**config.mk**
```make
export PLATFORM = sky130hd
export DESIGN_NAME = dcb_top
export DESIGN_NICKNAME = d
export VERILOG_FILES = /design/src/rtl/dcb_pkg.sv /design/src/rtl/dcb_top.sv
export SDC_FILE = /design/constraint.sdc
export NUM_CORES = 2
export LEC_CHECK = 0
export ABC_AREA = 1
export BUFFER_PORTS_ARGS = -buffer_cell sky130_fd_sc_hd__buf_2
export CAP_MARGIN = 30
export CORE_MARGIN = 4
export CORE_UTILIZATION = 30
export DETAILED_ROUTE_END_ITERATION = 10
export PLACE_DENSITY = 0.47
export SLEW_MARGIN = 40
export SYNTH_ARGS = -nofsm -noshare
export SYNTH_HDL_FRONTEND = slang
export SYNTH_MEMORY_MAX_BITS = 65536
export SYNTH_SLANG_ARGS = --single-unit
```
**constraint.sdc**
```tcl
create_clock -name aclk -period 4.4 [get_ports aclk]
set_clock_uncertainty 0.1 [all_clocks]
set_input_delay 0.44 -clock aclk [delete_from_list [all_inputs] [get_ports aclk]]
set_output_delay 0.44 -clock aclk [all_outputs]
set_load 0.05 [all_outputs]
```
**src/rtl/dcb_pkg.sv**
```systemverilog
/*
 * Shared constants of the command decoder and bank state machine.
 * Assumes one 250 MHz clock; register offsets are AXI4-Lite byte addresses.
 */
`default_nettype none
package dcb_pkg;
  // ****************************************
  // Register map and reset values
  // ****************************************
  localparam logic [7:0] OFF_TIMING = 8'h00;
  localparam logic [7:0] OFF_BURST  = 8'h04;
  localparam logic [7:0] OFF_STATUS = 8'h08;
  localparam logic [7:0] OFF_MODE   = 8'h0C;
  localparam logic [7:0] OFF_REFCNT = 8'h10;
  localparam logic [31:0] TIMING_RST = 32'h02_08_03_03;
  localparam logic [4:0]  BURST_RST  = 5'h04;
  localparam int ACTIVATE_TO_ACCESS_DELAY_LSB = 0;
  localparam int TRP_LSB  = 8;
  localparam int REFRESH_CYCLE_TIME_LSB = 16;
  localparam int MODE_REGISTER_DELAY_LSB = 24;
  localparam logic [1:0] RESP_OKAY   = 2'h0;
  localparam logic [1:0] RESP_SLVERR = 2'h2;
  localparam int AP_BIT = 10;
  // ****************************************
  // States and commands
  // ****************************************
  typedef enum logic [5:0] {
    BK_IDLE = 6'h01, BK_ACTING = 6'h02, BK_ACTIVE = 6'h04,
    BK_READ = 6'h08, BK_WRITE = 6'h10, BK_PRE = 6'h20
  } dcb_bank_t;
  typedef enum logic [4:0] {
    DV_NORM = 5'h01, DV_REF = 5'h02, DV_MRS = 5'h04,
    DV_SREF = 5'h08, DV_DPD = 5'h10
  } dcb_dev_t;
  typedef enum logic [2:0] {
    C_NOP = 3'h0, C_ACT = 3'h1, C_RD = 3'h2, C_WR = 3'h3,
    C_PRE = 3'h4, C_BST = 3'h5, C_REF = 3'h6, C_LMR = 3'h7
  } dcb_cmd_t;
endpackage
`default_nettype wire

```
**src/rtl/dcb_top.sv**
```systemverilog
/*
 * Command decoder, per-bank state machine and small data array of a
 * four-bank low-power DDR memory, with an AXI4-Lite register slave.
 * Assumes commands and data are synchronous to aclk, one data word per cycle.
 */
// The AXI4-Lite register port and the placing of the registers were left to the implementer.
// How it works
// Chip select high decodes as no command; running work continues.
// No-operation starts nothing and disturbs nothing.
// Controller loads mode only with all banks idle, then waits.
// Activate opens the addressed row until that bank is precharged.
// Read bursts from an open row; bit ten asks auto precharge.
// Write bursts to an open row; bit ten asks auto precharge.
// Bytes with mask low are stored, masked bytes are left alone.
// Controller finishes every burst before stopping the clock.
// Precharge with bit ten closes all banks, else the chosen one.
// Controller activates a precharged bank before reading or writing.
// Burst terminate ends the latest non-auto-precharge read, row stays open.
// Auto refresh uses the internal row counter, ignores address.
// Refresh with clock enable low enters self refresh.
// Controller should refresh in bursts around self refresh.
// Burst terminate with clock enable low enters deep power-down.
// Idle bank takes activate, refresh and mode load.
// Active bank takes read, write and precharge.
// Read burst takes read, write, terminate; precharge cuts it.
// Write burst takes read or write; precharge cuts it.
// Table holds only with clock enable high on two edges.
// Controller sends nothing to an activating or precharging bank.
// Banks go active after the activate delay, idle after precharge time.
// Inputs are sampled on every rising clock edge.
// Controller ends a read before a write, or terminates it.
// Refresh and mode load only with all banks idle, no burst.
// Controller masks write bytes cut by a read or precharge.
// Per-bank timers use counts held in a software register.
`timescale 1ns/1ns
`default_nettype none
module dcb_top #(
  parameter int ROW_IDX_BITS = 2,
  parameter int COL_IDX_BITS = 4,
  parameter int ADDR_BITS    = 13
) (
  input  wire logic                 aclk,
  input  wire logic                 aresetn,
  input  wire logic [7:0]           s_axi_awaddr,
  input  wire logic                 s_axi_awvalid,
  output var  logic                 s_axi_awready,
  input  wire logic [31:0]          s_axi_wdata,
  input  wire logic [3:0]           s_axi_wstrb,
  input  wire logic                 s_axi_wvalid,
  output var  logic                 s_axi_wready,
  output var  logic [1:0]           s_axi_bresp,
  output var  logic                 s_axi_bvalid,
  input  wire logic                 s_axi_bready,
  input  wire logic [7:0]           s_axi_araddr,
  input  wire logic                 s_axi_arvalid,
  output var  logic                 s_axi_arready,
  output var  logic [31:0]          s_axi_rdata,
  output var  logic [1:0]           s_axi_rresp,
  output var  logic                 s_axi_rvalid,
  input  wire logic                 s_axi_rready,
  input  wire logic                 cke,
  input  wire logic                 cs_n,
  input  wire logic                 ras_n,
  input  wire logic                 cas_n,
  input  wire logic                 we_n,
  input  wire logic                 bank_sel_bit0,
  input  wire logic                 bank_sel_bit1,
  input  wire logic [ADDR_BITS-1:0] addr,
  input  wire logic [15:0]          wdata,
  input  wire logic [1:0]           write_byte_mask,
  output var  logic [15:0]          rdata,
  output var  logic                 rdata_valid
);
  localparam int MEM_WORDS = 4 << (ROW_IDX_BITS + COL_IDX_BITS);
  localparam int MEM_AW = 2 + ROW_IDX_BITS + COL_IDX_BITS;

  // Decodes the four command pins; chip select high is a plain no-op.
  function automatic dcb_pkg::dcb_cmd_t decode(input logic cs, r, c, w);
    if (cs) return dcb_pkg::C_NOP;
    return dcb_pkg::dcb_cmd_t'({~r, ~c, ~w} == 3'h0 ? 3'h0 :
      ~r & c & w ? 3'h1 : r & ~c & w ? 3'h2 : r & ~c & ~w ? 3'h3 :
      ~r & c & ~w ? 3'h4 : r & c & ~w ? 3'h5 : ~r & ~c & w ? 3'h6 : 3'h7);
  endfunction

  // Loads a timer, never below one cycle.
  function automatic logic [7:0] clamp(input logic [7:0] v);
    return (v == 8'h00) ? 8'h01 : v;
  endfunction

  // Forms the array word address from bank, row and column.
  function automatic logic [MEM_AW-1:0] midx(input logic [1:0] b,
      input logic [ADDR_BITS-1:0] r, input logic [COL_IDX_BITS-1:0] c);
    return {b, r[ROW_IDX_BITS-1:0], c};
  endfunction

  // ****************************************
  // State
  // ****************************************
  dcb_pkg::dcb_bank_t         bank_st_r [4];
  logic [7:0]                 bank_cnt_r [4];
  logic [ADDR_BITS-1:0]       row_r [4];
  dcb_pkg::dcb_dev_t          dev_r;
  logic [7:0]                 dev_cnt_r;
  logic                       cke_prev_r;
  logic                       burst_live_r, burst_rd_r, burst_ap_r;
  logic [1:0]                 burst_bank_r;
  logic [4:0]                 burst_cnt_r;
  logic [COL_IDX_BITS-1:0]    col_r;
  logic [15:0]                mem [MEM_WORDS];
  logic [31:0]                timing_r;
  logic [4:0]                 burst_len_r;
  logic [ADDR_BITS+1:0]       mode_r;
  logic [15:0]                refresh_row_r;
  logic                       data_lost_r;
  logic [7:0]                 illegal_cnt_r;
  logic [7:0]                 aw_addr_r, ar_addr_nxt;
  logic [31:0]                w_data_r;
  logic [3:0]                 w_strb_r;

  // ****************************************
  // Command acceptance
  // ****************************************
  dcb_pkg::dcb_cmd_t cmd;
  logic [1:0] ba;
  logic       sel, all_idle, a10, act_ok, rd_ok, wr_ok, pre_ok, bst_ok;
  logic       ref_ok, lmr_ok, sref_ok, dpd_ok, illegal;
  logic [7:0] t_rcd, t_rp, t_rfc, t_mrd;

  // Commands count only with clock enable high on the last edge, and on this one too except for self refresh and deep power-down entry.
  always_comb begin
    cmd = decode(cs_n, ras_n, cas_n, we_n);
    ba = {bank_sel_bit1, bank_sel_bit0};
    a10 = addr[dcb_pkg::AP_BIT];
    sel = cke_prev_r && cke && dev_r == dcb_pkg::DV_NORM;
    all_idle = !burst_live_r;
    for (int i = 0; i < 4; i++) begin
      all_idle &= bank_st_r[i] == dcb_pkg::BK_IDLE;
    end
    act_ok = sel && cmd == dcb_pkg::C_ACT && bank_st_r[ba] == dcb_pkg::BK_IDLE;
    rd_ok = sel && cmd == dcb_pkg::C_RD && (bank_st_r[ba] inside
      {dcb_pkg::BK_ACTIVE, dcb_pkg::BK_READ, dcb_pkg::BK_WRITE});
    wr_ok = sel && cmd == dcb_pkg::C_WR && (bank_st_r[ba] inside
      {dcb_pkg::BK_ACTIVE, dcb_pkg::BK_READ, dcb_pkg::BK_WRITE});
    pre_ok = sel && cmd == dcb_pkg::C_PRE && (a10 || !(bank_st_r[ba] inside
      {dcb_pkg::BK_ACTING, dcb_pkg::BK_PRE}));
    bst_ok = sel && cmd == dcb_pkg::C_BST && burst_live_r && burst_rd_r && !burst_ap_r;
    ref_ok = sel && cmd == dcb_pkg::C_REF && all_idle;
    lmr_ok = sel && cmd == dcb_pkg::C_LMR && all_idle;
    sref_ok = cke_prev_r && !cke && dev_r == dcb_pkg::DV_NORM && !cs_n &&
      cmd == dcb_pkg::C_REF && all_idle;
    dpd_ok = cke_prev_r && !cke && dev_r == dcb_pkg::DV_NORM && !cs_n &&
      cmd == dcb_pkg::C_BST;
    illegal = sel && cmd != dcb_pkg::C_NOP && !(act_ok || rd_ok || wr_ok ||
      pre_ok || bst_ok || ref_ok || lmr_ok);
    t_rcd = clamp(timing_r[dcb_pkg::ACTIVATE_TO_ACCESS_DELAY_LSB +: 8]);
    t_rp  = clamp(timing_r[dcb_pkg::TRP_LSB +: 8]);
    t_rfc = clamp(timing_r[dcb_pkg::REFRESH_CYCLE_TIME_LSB +: 8]);
    t_mrd = clamp(timing_r[dcb_pkg::MODE_REGISTER_DELAY_LSB +: 8]);
  end

  logic burst_stop;
  assign burst_stop = burst_live_r && (burst_cnt_r == 5'h01 || bst_ok ||
    ((rd_ok || wr_ok) && ba != burst_bank_r));

  // ****************************************
  // Per-bank state machines
  // ****************************************
  // Command effects win over burst ends, which win over timer expiry.
  always_ff @(posedge aclk) begin
    if (!aresetn) begin
      for (int b = 0; b < 4; b++) begin
        bank_st_r[b] <= dcb_pkg::BK_IDLE;
        bank_cnt_r[b] <= 8'h00;
        row_r[b] <= '0;
      end
    end else begin
      for (int b = 0; b < 4; b++) begin
        if (act_ok && ba == 2'(b)) begin
          bank_st_r[b] <= dcb_pkg::BK_ACTING;
          bank_cnt_r[b] <= t_rcd;
          row_r[b] <= addr;
        end else if (pre_ok && (a10 || ba == 2'(b)) && (bank_st_r[b] inside
            {dcb_pkg::BK_ACTIVE, dcb_pkg::BK_READ, dcb_pkg::BK_WRITE})) begin
          bank_st_r[b] <= dcb_pkg::BK_PRE;
          bank_cnt_r[b] <= t_rp;
        end else if ((rd_ok || wr_ok) && ba == 2'(b)) begin
          bank_st_r[b] <= rd_ok ? dcb_pkg::BK_READ : dcb_pkg::BK_WRITE;
        end else if (burst_stop && burst_bank_r == 2'(b)) begin
          if (burst_ap_r && !bst_ok) begin
            bank_st_r[b] <= dcb_pkg::BK_PRE;
            bank_cnt_r[b] <= t_rp;
          end else begin
            bank_st_r[b] <= dcb_pkg::BK_ACTIVE;
          end
        end else if (bank_st_r[b] inside {dcb_pkg::BK_ACTING, dcb_pkg::BK_PRE}) begin
          if (bank_cnt_r[b] == 8'h01) begin
            bank_st_r[b] <= bank_st_r[b] == dcb_pkg::BK_ACTING ?
              dcb_pkg::BK_ACTIVE : dcb_pkg::BK_IDLE;
          end
          bank_cnt_r[b] <= bank_cnt_r[b] - 8'h01;
        end
      end
    end
  end

  // ****************************************
  // Burst engine and data array
  // ****************************************
  // Tracks the one burst under way; a precharge to its bank cuts it.
  always_ff @(posedge aclk) begin
    if (!aresetn) begin
      burst_live_r <= 1'b0;
      burst_rd_r <= 1'b0;
      burst_ap_r <= 1'b0;
      burst_bank_r <= 2'h0;
      burst_cnt_r <= 5'h00;
      col_r <= '0;
    end else if (rd_ok || wr_ok) begin
      burst_live_r <= 1'b1;
      burst_rd_r <= rd_ok;
      burst_ap_r <= a10;
      burst_bank_r <= ba;
      burst_cnt_r <= (burst_len_r == 5'h00) ? 5'h01 : burst_len_r;
      col_r <= addr[COL_IDX_BITS-1:0];
    end else if (burst_stop || (pre_ok && (a10 || ba == burst_bank_r))) begin
      burst_live_r <= 1'b0;
    end else if (burst_live_r) begin
      burst_cnt_r <= burst_cnt_r - 5'h01;
      col_r <= col_r + COL_IDX_BITS'(1);
    end
  end

  // Stores unmasked bytes of each write beat and returns read beats.
  always_ff @(posedge aclk) begin
    if (burst_live_r && !burst_rd_r) begin
      for (int k = 0; k < 2; k++) begin
        if (!write_byte_mask[k]) begin
          mem[midx(burst_bank_r, row_r[burst_bank_r], col_r)][8*k +: 8] <= wdata[8*k +: 8];
        end
      end
    end
  end

  always_ff @(posedge aclk) begin
    if (!aresetn) begin
      rdata <= 16'h0000;
      rdata_valid <= 1'b0;
    end else begin
      rdata_valid <= burst_live_r && burst_rd_r;
      rdata <= mem[midx(burst_bank_r, row_r[burst_bank_r], col_r)];
    end
  end

  // ****************************************
  // Device-wide modes
  // ****************************************
  // Refresh, mode load, self refresh and deep power-down.
  always_ff @(posedge aclk) begin
    if (!aresetn) begin
      dev_r <= dcb_pkg::DV_NORM;
      dev_cnt_r <= 8'h00;
      cke_prev_r <= 1'b0;
      mode_r <= '0;
      refresh_row_r <= 16'h0000;
      data_lost_r <= 1'b0;
      illegal_cnt_r <= 8'h00;
    end else begin
      cke_prev_r <= cke;
      if (illegal && illegal_cnt_r != 8'hFF) begin
        illegal_cnt_r <= illegal_cnt_r + 8'h01;
      end
      unique case (dev_r)
        dcb_pkg::DV_NORM: begin
          if (ref_ok || sref_ok) begin
            refresh_row_r <= refresh_row_r + 16'h0001;
            dev_r <= ref_ok ? dcb_pkg::DV_REF : dcb_pkg::DV_SREF;
            dev_cnt_r <= t_rfc;
          end else if (lmr_ok) begin
            mode_r <= {ba, addr};
            dev_r <= dcb_pkg::DV_MRS;
            dev_cnt_r <= t_mrd;
          end else if (dpd_ok) begin
            dev_r <= dcb_pkg::DV_DPD;
            data_lost_r <= 1'b1;
          end
        end
        dcb_pkg::DV_REF, dcb_pkg::DV_MRS: begin
          if (dev_cnt_r == 8'h01) begin
            dev_r <= dcb_pkg::DV_NORM;
          end
          dev_cnt_r <= dev_cnt_r - 8'h01;
        end
        dcb_pkg::DV_SREF, dcb_pkg::DV_DPD: begin
          if (cke) begin
            dev_r <= dcb_pkg::DV_NORM;
          end
        end
      endcase
    end
  end

  // ****************************************
  // AXI4-Lite slave
  // ****************************************
  logic [31:0] rd_word;
  logic [1:0]  rd_resp;

  // Read decode of the register map.
  always_comb begin
    rd_resp = dcb_pkg::RESP_OKAY;
    ar_addr_nxt = s_axi_araddr;
    rd_word = 32'h0000_0000;
    unique case (ar_addr_nxt)
      dcb_pkg::OFF_TIMING: rd_word = timing_r;
      dcb_pkg::OFF_BURST:  rd_word = {27'h0, burst_len_r};
      dcb_pkg::OFF_STATUS: rd_word = {illegal_cnt_r[1:0], data_lost_r, dev_r,
        bank_st_r[3], bank_st_r[2], bank_st_r[1], bank_st_r[0]};
      dcb_pkg::OFF_MODE:   rd_word = {{(30-ADDR_BITS){1'b0}}, mode_r};
      dcb_pkg::OFF_REFCNT: rd_word = {illegal_cnt_r, 8'h00, refresh_row_r};
      default:             rd_resp = dcb_pkg::RESP_SLVERR;
    endcase
  end

  // Write channel: address and data taken in either order, then answered.
  always_ff @(posedge aclk) begin
    if (!aresetn) begin
      s_axi_awready <= 1'b1;
      s_axi_wready <= 1'b1;
      s_axi_bvalid <= 1'b0;
      s_axi_bresp <= dcb_pkg::RESP_OKAY;
      aw_addr_r <= 8'h00;
      w_data_r <= 32'h0000_0000;
      w_strb_r <= 4'h0;
      timing_r <= dcb_pkg::TIMING_RST;
      burst_len_r <= dcb_pkg::BURST_RST;
    end else begin
      if (s_axi_awvalid && s_axi_awready) begin
        aw_addr_r <= s_axi_awaddr;
        s_axi_awready <= 1'b0;
      end
      if (s_axi_wvalid && s_axi_wready) begin
        w_data_r <= s_axi_wdata;
        w_strb_r <= s_axi_wstrb;
        s_axi_wready <= 1'b0;
      end
      if (!s_axi_awready && !s_axi_wready && !s_axi_bvalid) begin
        s_axi_bvalid <= 1'b1;
        s_axi_bresp <= dcb_pkg::RESP_OKAY;
        if (aw_addr_r == dcb_pkg::OFF_TIMING) begin
          for (int k = 0; k < 4; k++) begin
            if (w_strb_r[k]) timing_r[8*k +: 8] <= w_data_r[8*k +: 8];
          end
        end else if (aw_addr_r == dcb_pkg::OFF_BURST) begin
          if (w_strb_r[0]) burst_len_r <= w_data_r[4:0];
        end else if (!(aw_addr_r inside {dcb_pkg::OFF_STATUS, dcb_pkg::OFF_MODE,
            dcb_pkg::OFF_REFCNT})) begin
          s_axi_bresp <= dcb_pkg::RESP_SLVERR;
        end
      end
      if (s_axi_bvalid && s_axi_bready) begin
        s_axi_bvalid <= 1'b0;
        s_axi_awready <= 1'b1;
        s_axi_wready <= 1'b1;
      end
    end
  end

  // Read channel answers one cycle after the address is taken.
  always_ff @(posedge aclk) begin
    if (!aresetn) begin
      s_axi_arready <= 1'b1;
      s_axi_rvalid <= 1'b0;
      s_axi_rdata <= 32'h0000_0000;
      s_axi_rresp <= dcb_pkg::RESP_OKAY;
    end else if (s_axi_arvalid && s_axi_arready) begin
      s_axi_arready <= 1'b0;
      s_axi_rvalid <= 1'b1;
      s_axi_rdata <= rd_word;
      s_axi_rresp <= rd_resp;
    end else if (s_axi_rvalid && s_axi_rready) begin
      s_axi_rvalid <= 1'b0;
      s_axi_arready <= 1'b1;
    end
  end
endmodule // dcb_top
`default_nettype wire

```
==> out/results.tsv <==
stage	metric	value	unit
synth	Synth top area share	0.714	
cts	Clock Sinks	4367	
synth	post-synthesis register bit count	4367	
worst_setup_path	Reg2Reg Depth	13	
worst_setup_path	crit path max-delay cell type	a221oi_1	
layout	Final nets	15100	
synth	Synth area leaders	edfxtp_1, o21ai_0, nor2_1, o22ai_1, nand2_1	
timing	max_slew headroom	0.323	
cts	clock tree buffer depth	4	
global_route	vias in the first global route	115000	
pwr	Combinational Power Share	0.024	
placement	routability cong.	0.877	
worst_setup_path	Crit Path Class	register to register	
pwr	switch share	0.213	
floorplanning	Die Span X	772	um
detailed_routing	remaining routing DRC violations	0	
outcome	status	completed	
floorplanning	row count	280	
detailed_routing	total wire length	606000	um
hold_path	Hold Crit Depth	4	
run	Max-Cap Viols	0	
synth	xor and xnor area share after synthesis	0.00160	
synth	cell accounting for the most synthesized area	edfxtp_1	
pwr	Pint	0.0679	W
timing	Setup violations, final	0	
worst_setup_path	Data required, critical path	5.23	ns
floorplanning	die area	0.595	sq mm
placement	placed instance area	0.192	sq mm
worst_setup_path	Crit Reg-Reg Endpoint	rdata[11]	
global_route	antenna violations before repair	47	
cts	CTS HTree Levels	5	
synth	Async SR Flop Fraction	0	
cts	worst skew pair latency	1.05	ns
timing	Worst-Margin Slew	1.00	ns
floorplanning	Initial Util	0.301	
detailed_routing	Vias per Instance	5.15	
detailed_routing	post-route ant nets	0	
timing	final period demand of the worst path	4.14	ns
worst_setup_path	Critical Path, Cell by Cell	inv_8, buf_12, buf_12, buf_12, buf_4, nor2_1, o21ai_0, nand2_1, nand4_1, a221oi_1, nand3_1, nor2_1, nor2_1	
pwr	total chip power	0.0862	W
synth	Synth Area in Compound Gates	0.119	
floorplanning	# IOs	155	
layout	fill cell count	56700	
synth	Post-Syn Instances	14200	
layout	design area	0.208	sq mm
global_route	global-route wire length before repair	861000	um
cts	postcts setup bufs	0	
synth	register area share after synthesis	0.738	
synth	post-synthesis adder-cell area fraction	0.00129	
synth	Cell Area, Synth	0.175	sq mm
detailed_routing	Routed WL per cell	26.1	um
pwr	P_sw	0.0184	W
timing	Final Hold Viols	0	
worst_setup_path	worst r2r src	col_r[0]	
pwr	Leak Pwr	69.1	nW
cts	post-CTS resize count	0	
layout	fraction of layout cells with a size suffix above 1	0.132	
cts	total CTS buffers	454	
pwr	sequential power share	0.529	
worst_setup_path	CP startpoint kind	register	
cts	CTS tree	done	
synth	EDFF count, synth	4160	
placement	IO buf count	152	
hold_path	worst hold path type	input port to register	
synth	synth warn	0	
hold_path	Hold EP	w_strb_r[3]	
worst_setup_path	CP arrival	4.97	ns
global_route	GR Util All Layers	0.197	
synth	most frequent cell after synthesis	edfxtp_1	
global_route	largest net degree at the start of global routing	182	
pwr	Power Density	415	mW/mm^2
placement	DP Wirelength	381000	um
hold_path	hold path startpoint	s_axi_wstrb[3]	
floorplanning	Core Region	0.581	sq mm
detailed_routing	DR vias	119000	
pwr	maximum VDD drop	0.000365	V
synth	library cells used by synthesis	58	
cts	clock slew at reported path FFs	0.06	ns
timing	Achievable Freq	242	MHz
timing	unrepaired setup endpoints after global routing	false	
synth	Post-synth top flop	edfxtp_1	
synth	commonest cells in the netlist	edfxtp_1, nor2_1, o21ai_0, nand2_1, o22ai_1	
synth	mean post-synth cell area	12.3	sq um
detailed_routing	DR pass1 iterations	6	
worst_setup_path	Crit. End Element	register	
synth	mux contribution to synthesized area	0	
detailed_routing	DRT iter0 DRCs	13100	
worst_setup_path	crit-path max FO	45	
synth	Synth Area in Simple Gates	0.111	
synth	largest family of logic cells by synthesized area	compound AO/OA/AOI/OAI gates	
timing	Pins Over Slew Limit	0	
timing	period utilization	0.941	
timing	setup tns final	0	ns
floorplanning	Die Ht	772	um
pwr	Clock power frac	0.447	
layout	synth-to-layout area growth	18.8	%
worst_setup_path	slowest stage delay, CP	0.81	ns
cts	CTS Root Cell	clkbuf_16	
global_route	total congestion overflow	0	
worst_setup_path	FF-to-FF setup slack	0.26	ns
-- metal layers --
metal	part of all wire	global-route usage
met1	0.44	0.277
met2	0.46	0.312
met3	0.065	0.0303
met4	0.035	0.0613
met5	0.00018	0
-- state kept, by name, summed over array words and instances (netlist names), 8 cells and up, named ones only --
name           cells
mem             4096
timing_r          32
rdata             16
aw_addr_r          8
dev_cnt_r          8
bank_cnt_r        32
refresh_row_r     16
row_r              8
w_data_r          32
s_axi_rdata       32
illegal_cnt_r      8
mode_r            15
bank_st_r         24
-- cell usage in the layout, fill, tap and decap left out, types with 38 or more instances in the layout --
master         synthesis  layout
a21oi_1              213     213
a22o_1                77      77
a41oi_1               42      38
buf_12                 0     124
buf_2                126     135
buf_4                  4     961
bufinv_16              0      43
clkbuf_1             851      83
clkbuf_16              0     461
clkinv_1              15     116
clkinv_2               0      86
dfxtp_1              207     205
dlygate4sd3_1          0     121
edfxtp_1            4160    4160
inv_1                216     215
nand2_1             1442    1421
nand3_1              133     133
nand4_1              168     168
nor2_1              2369    2350
nor3_1               552     547
o21ai_0             2311    2305
o22ai_1             1006    1006
-- logic make-up after synthesis --
logic type | Yosys count
simple gates | 4750
flops | 4367
compound gates | 3768
buf+inv | 1285
xor+xnor | 32
fa+ha+maj | 18
other cells | 1
-- area by class of cell --
class / instances / area [sq um] / share of cell area
Sequential cell: 4367 / 129000 / 0.621
Multi-Input combinational cell: 8570 / 41100 / 0.198
Timing Repair Buffer: 1369 / 12100 / 0.0584
Clock buffer: 556 / 12000 / 0.0577
Tap cell: 7755 / 9700 / 0.0467
Clock inverter: 284 / 2700 / 0.0130
Inverter: 255 / 998 / 0.00481
Antenna cell: 31 / 77.6 / 0.000373
-- worst max-delay path: cells and delay by family, from the launching register on --
kind	cells	cell delay, ns
flip-flops	1	0.59
buffers and inverters	5	1.12
AND/OR/NAND/NOR	6	1.20
AO/OA/AOI/OAI	2	0.93
-- repair_timing --
item / 4_1_cts / 5_1_grt
hold buffers: 121 / 0
endpoints found under the hold margin: 1503 / 0
setup endpoints to repair: 0 / 0
-- through the flow --
step | setup slack, ns | hold WS [ns] | cells | utilization
floorplan | 1.38 | 0.330 | 14200 | -
global placement | 0.319 | 0.343 | 22200 | 0.329
detailed placement | 0.325 | 0.348 | 22200 | 0.330
CTS | 0.368 | 0.0430 | 23200 | 0.357
global route | 0.270 | 0.130 | 23200 | 0.357
finish | 0.260 | 0.140 | 23200 | 0.357
-- power groups by stage --
stage	logic (W)	clock network, W	registers [W]
4_1_cts	0.00204	0.0393	0.0456
5_1_grt	0.00218	0.0410	0.0456
3_5_place_dp	0.00193	0	0.0465
3_3_place_gp	0.00191	0	0.0465
6_report	0.00203	0.0386	0.0456
2_1_floorplan	0.000580	0	0.0465
-- worst max-delay path by stage --
stage / start / endpoint / cells past startpoint
6_report: col_r[0] / rdata[11] / 13
5_1_grt: col_r[0] / rdata[15] / 13
3_5_place_dp: col_r[0] / rdata[11] / 13
2_1_floorplan: col_r[0] / mem[12][0] / 10
4_1_cts: col_r[0] / rdata[11] / 13
3_3_place_gp: col_r[0] / rdata[10] / 14
No activity file was read; power rests on OpenSTA's default activity.
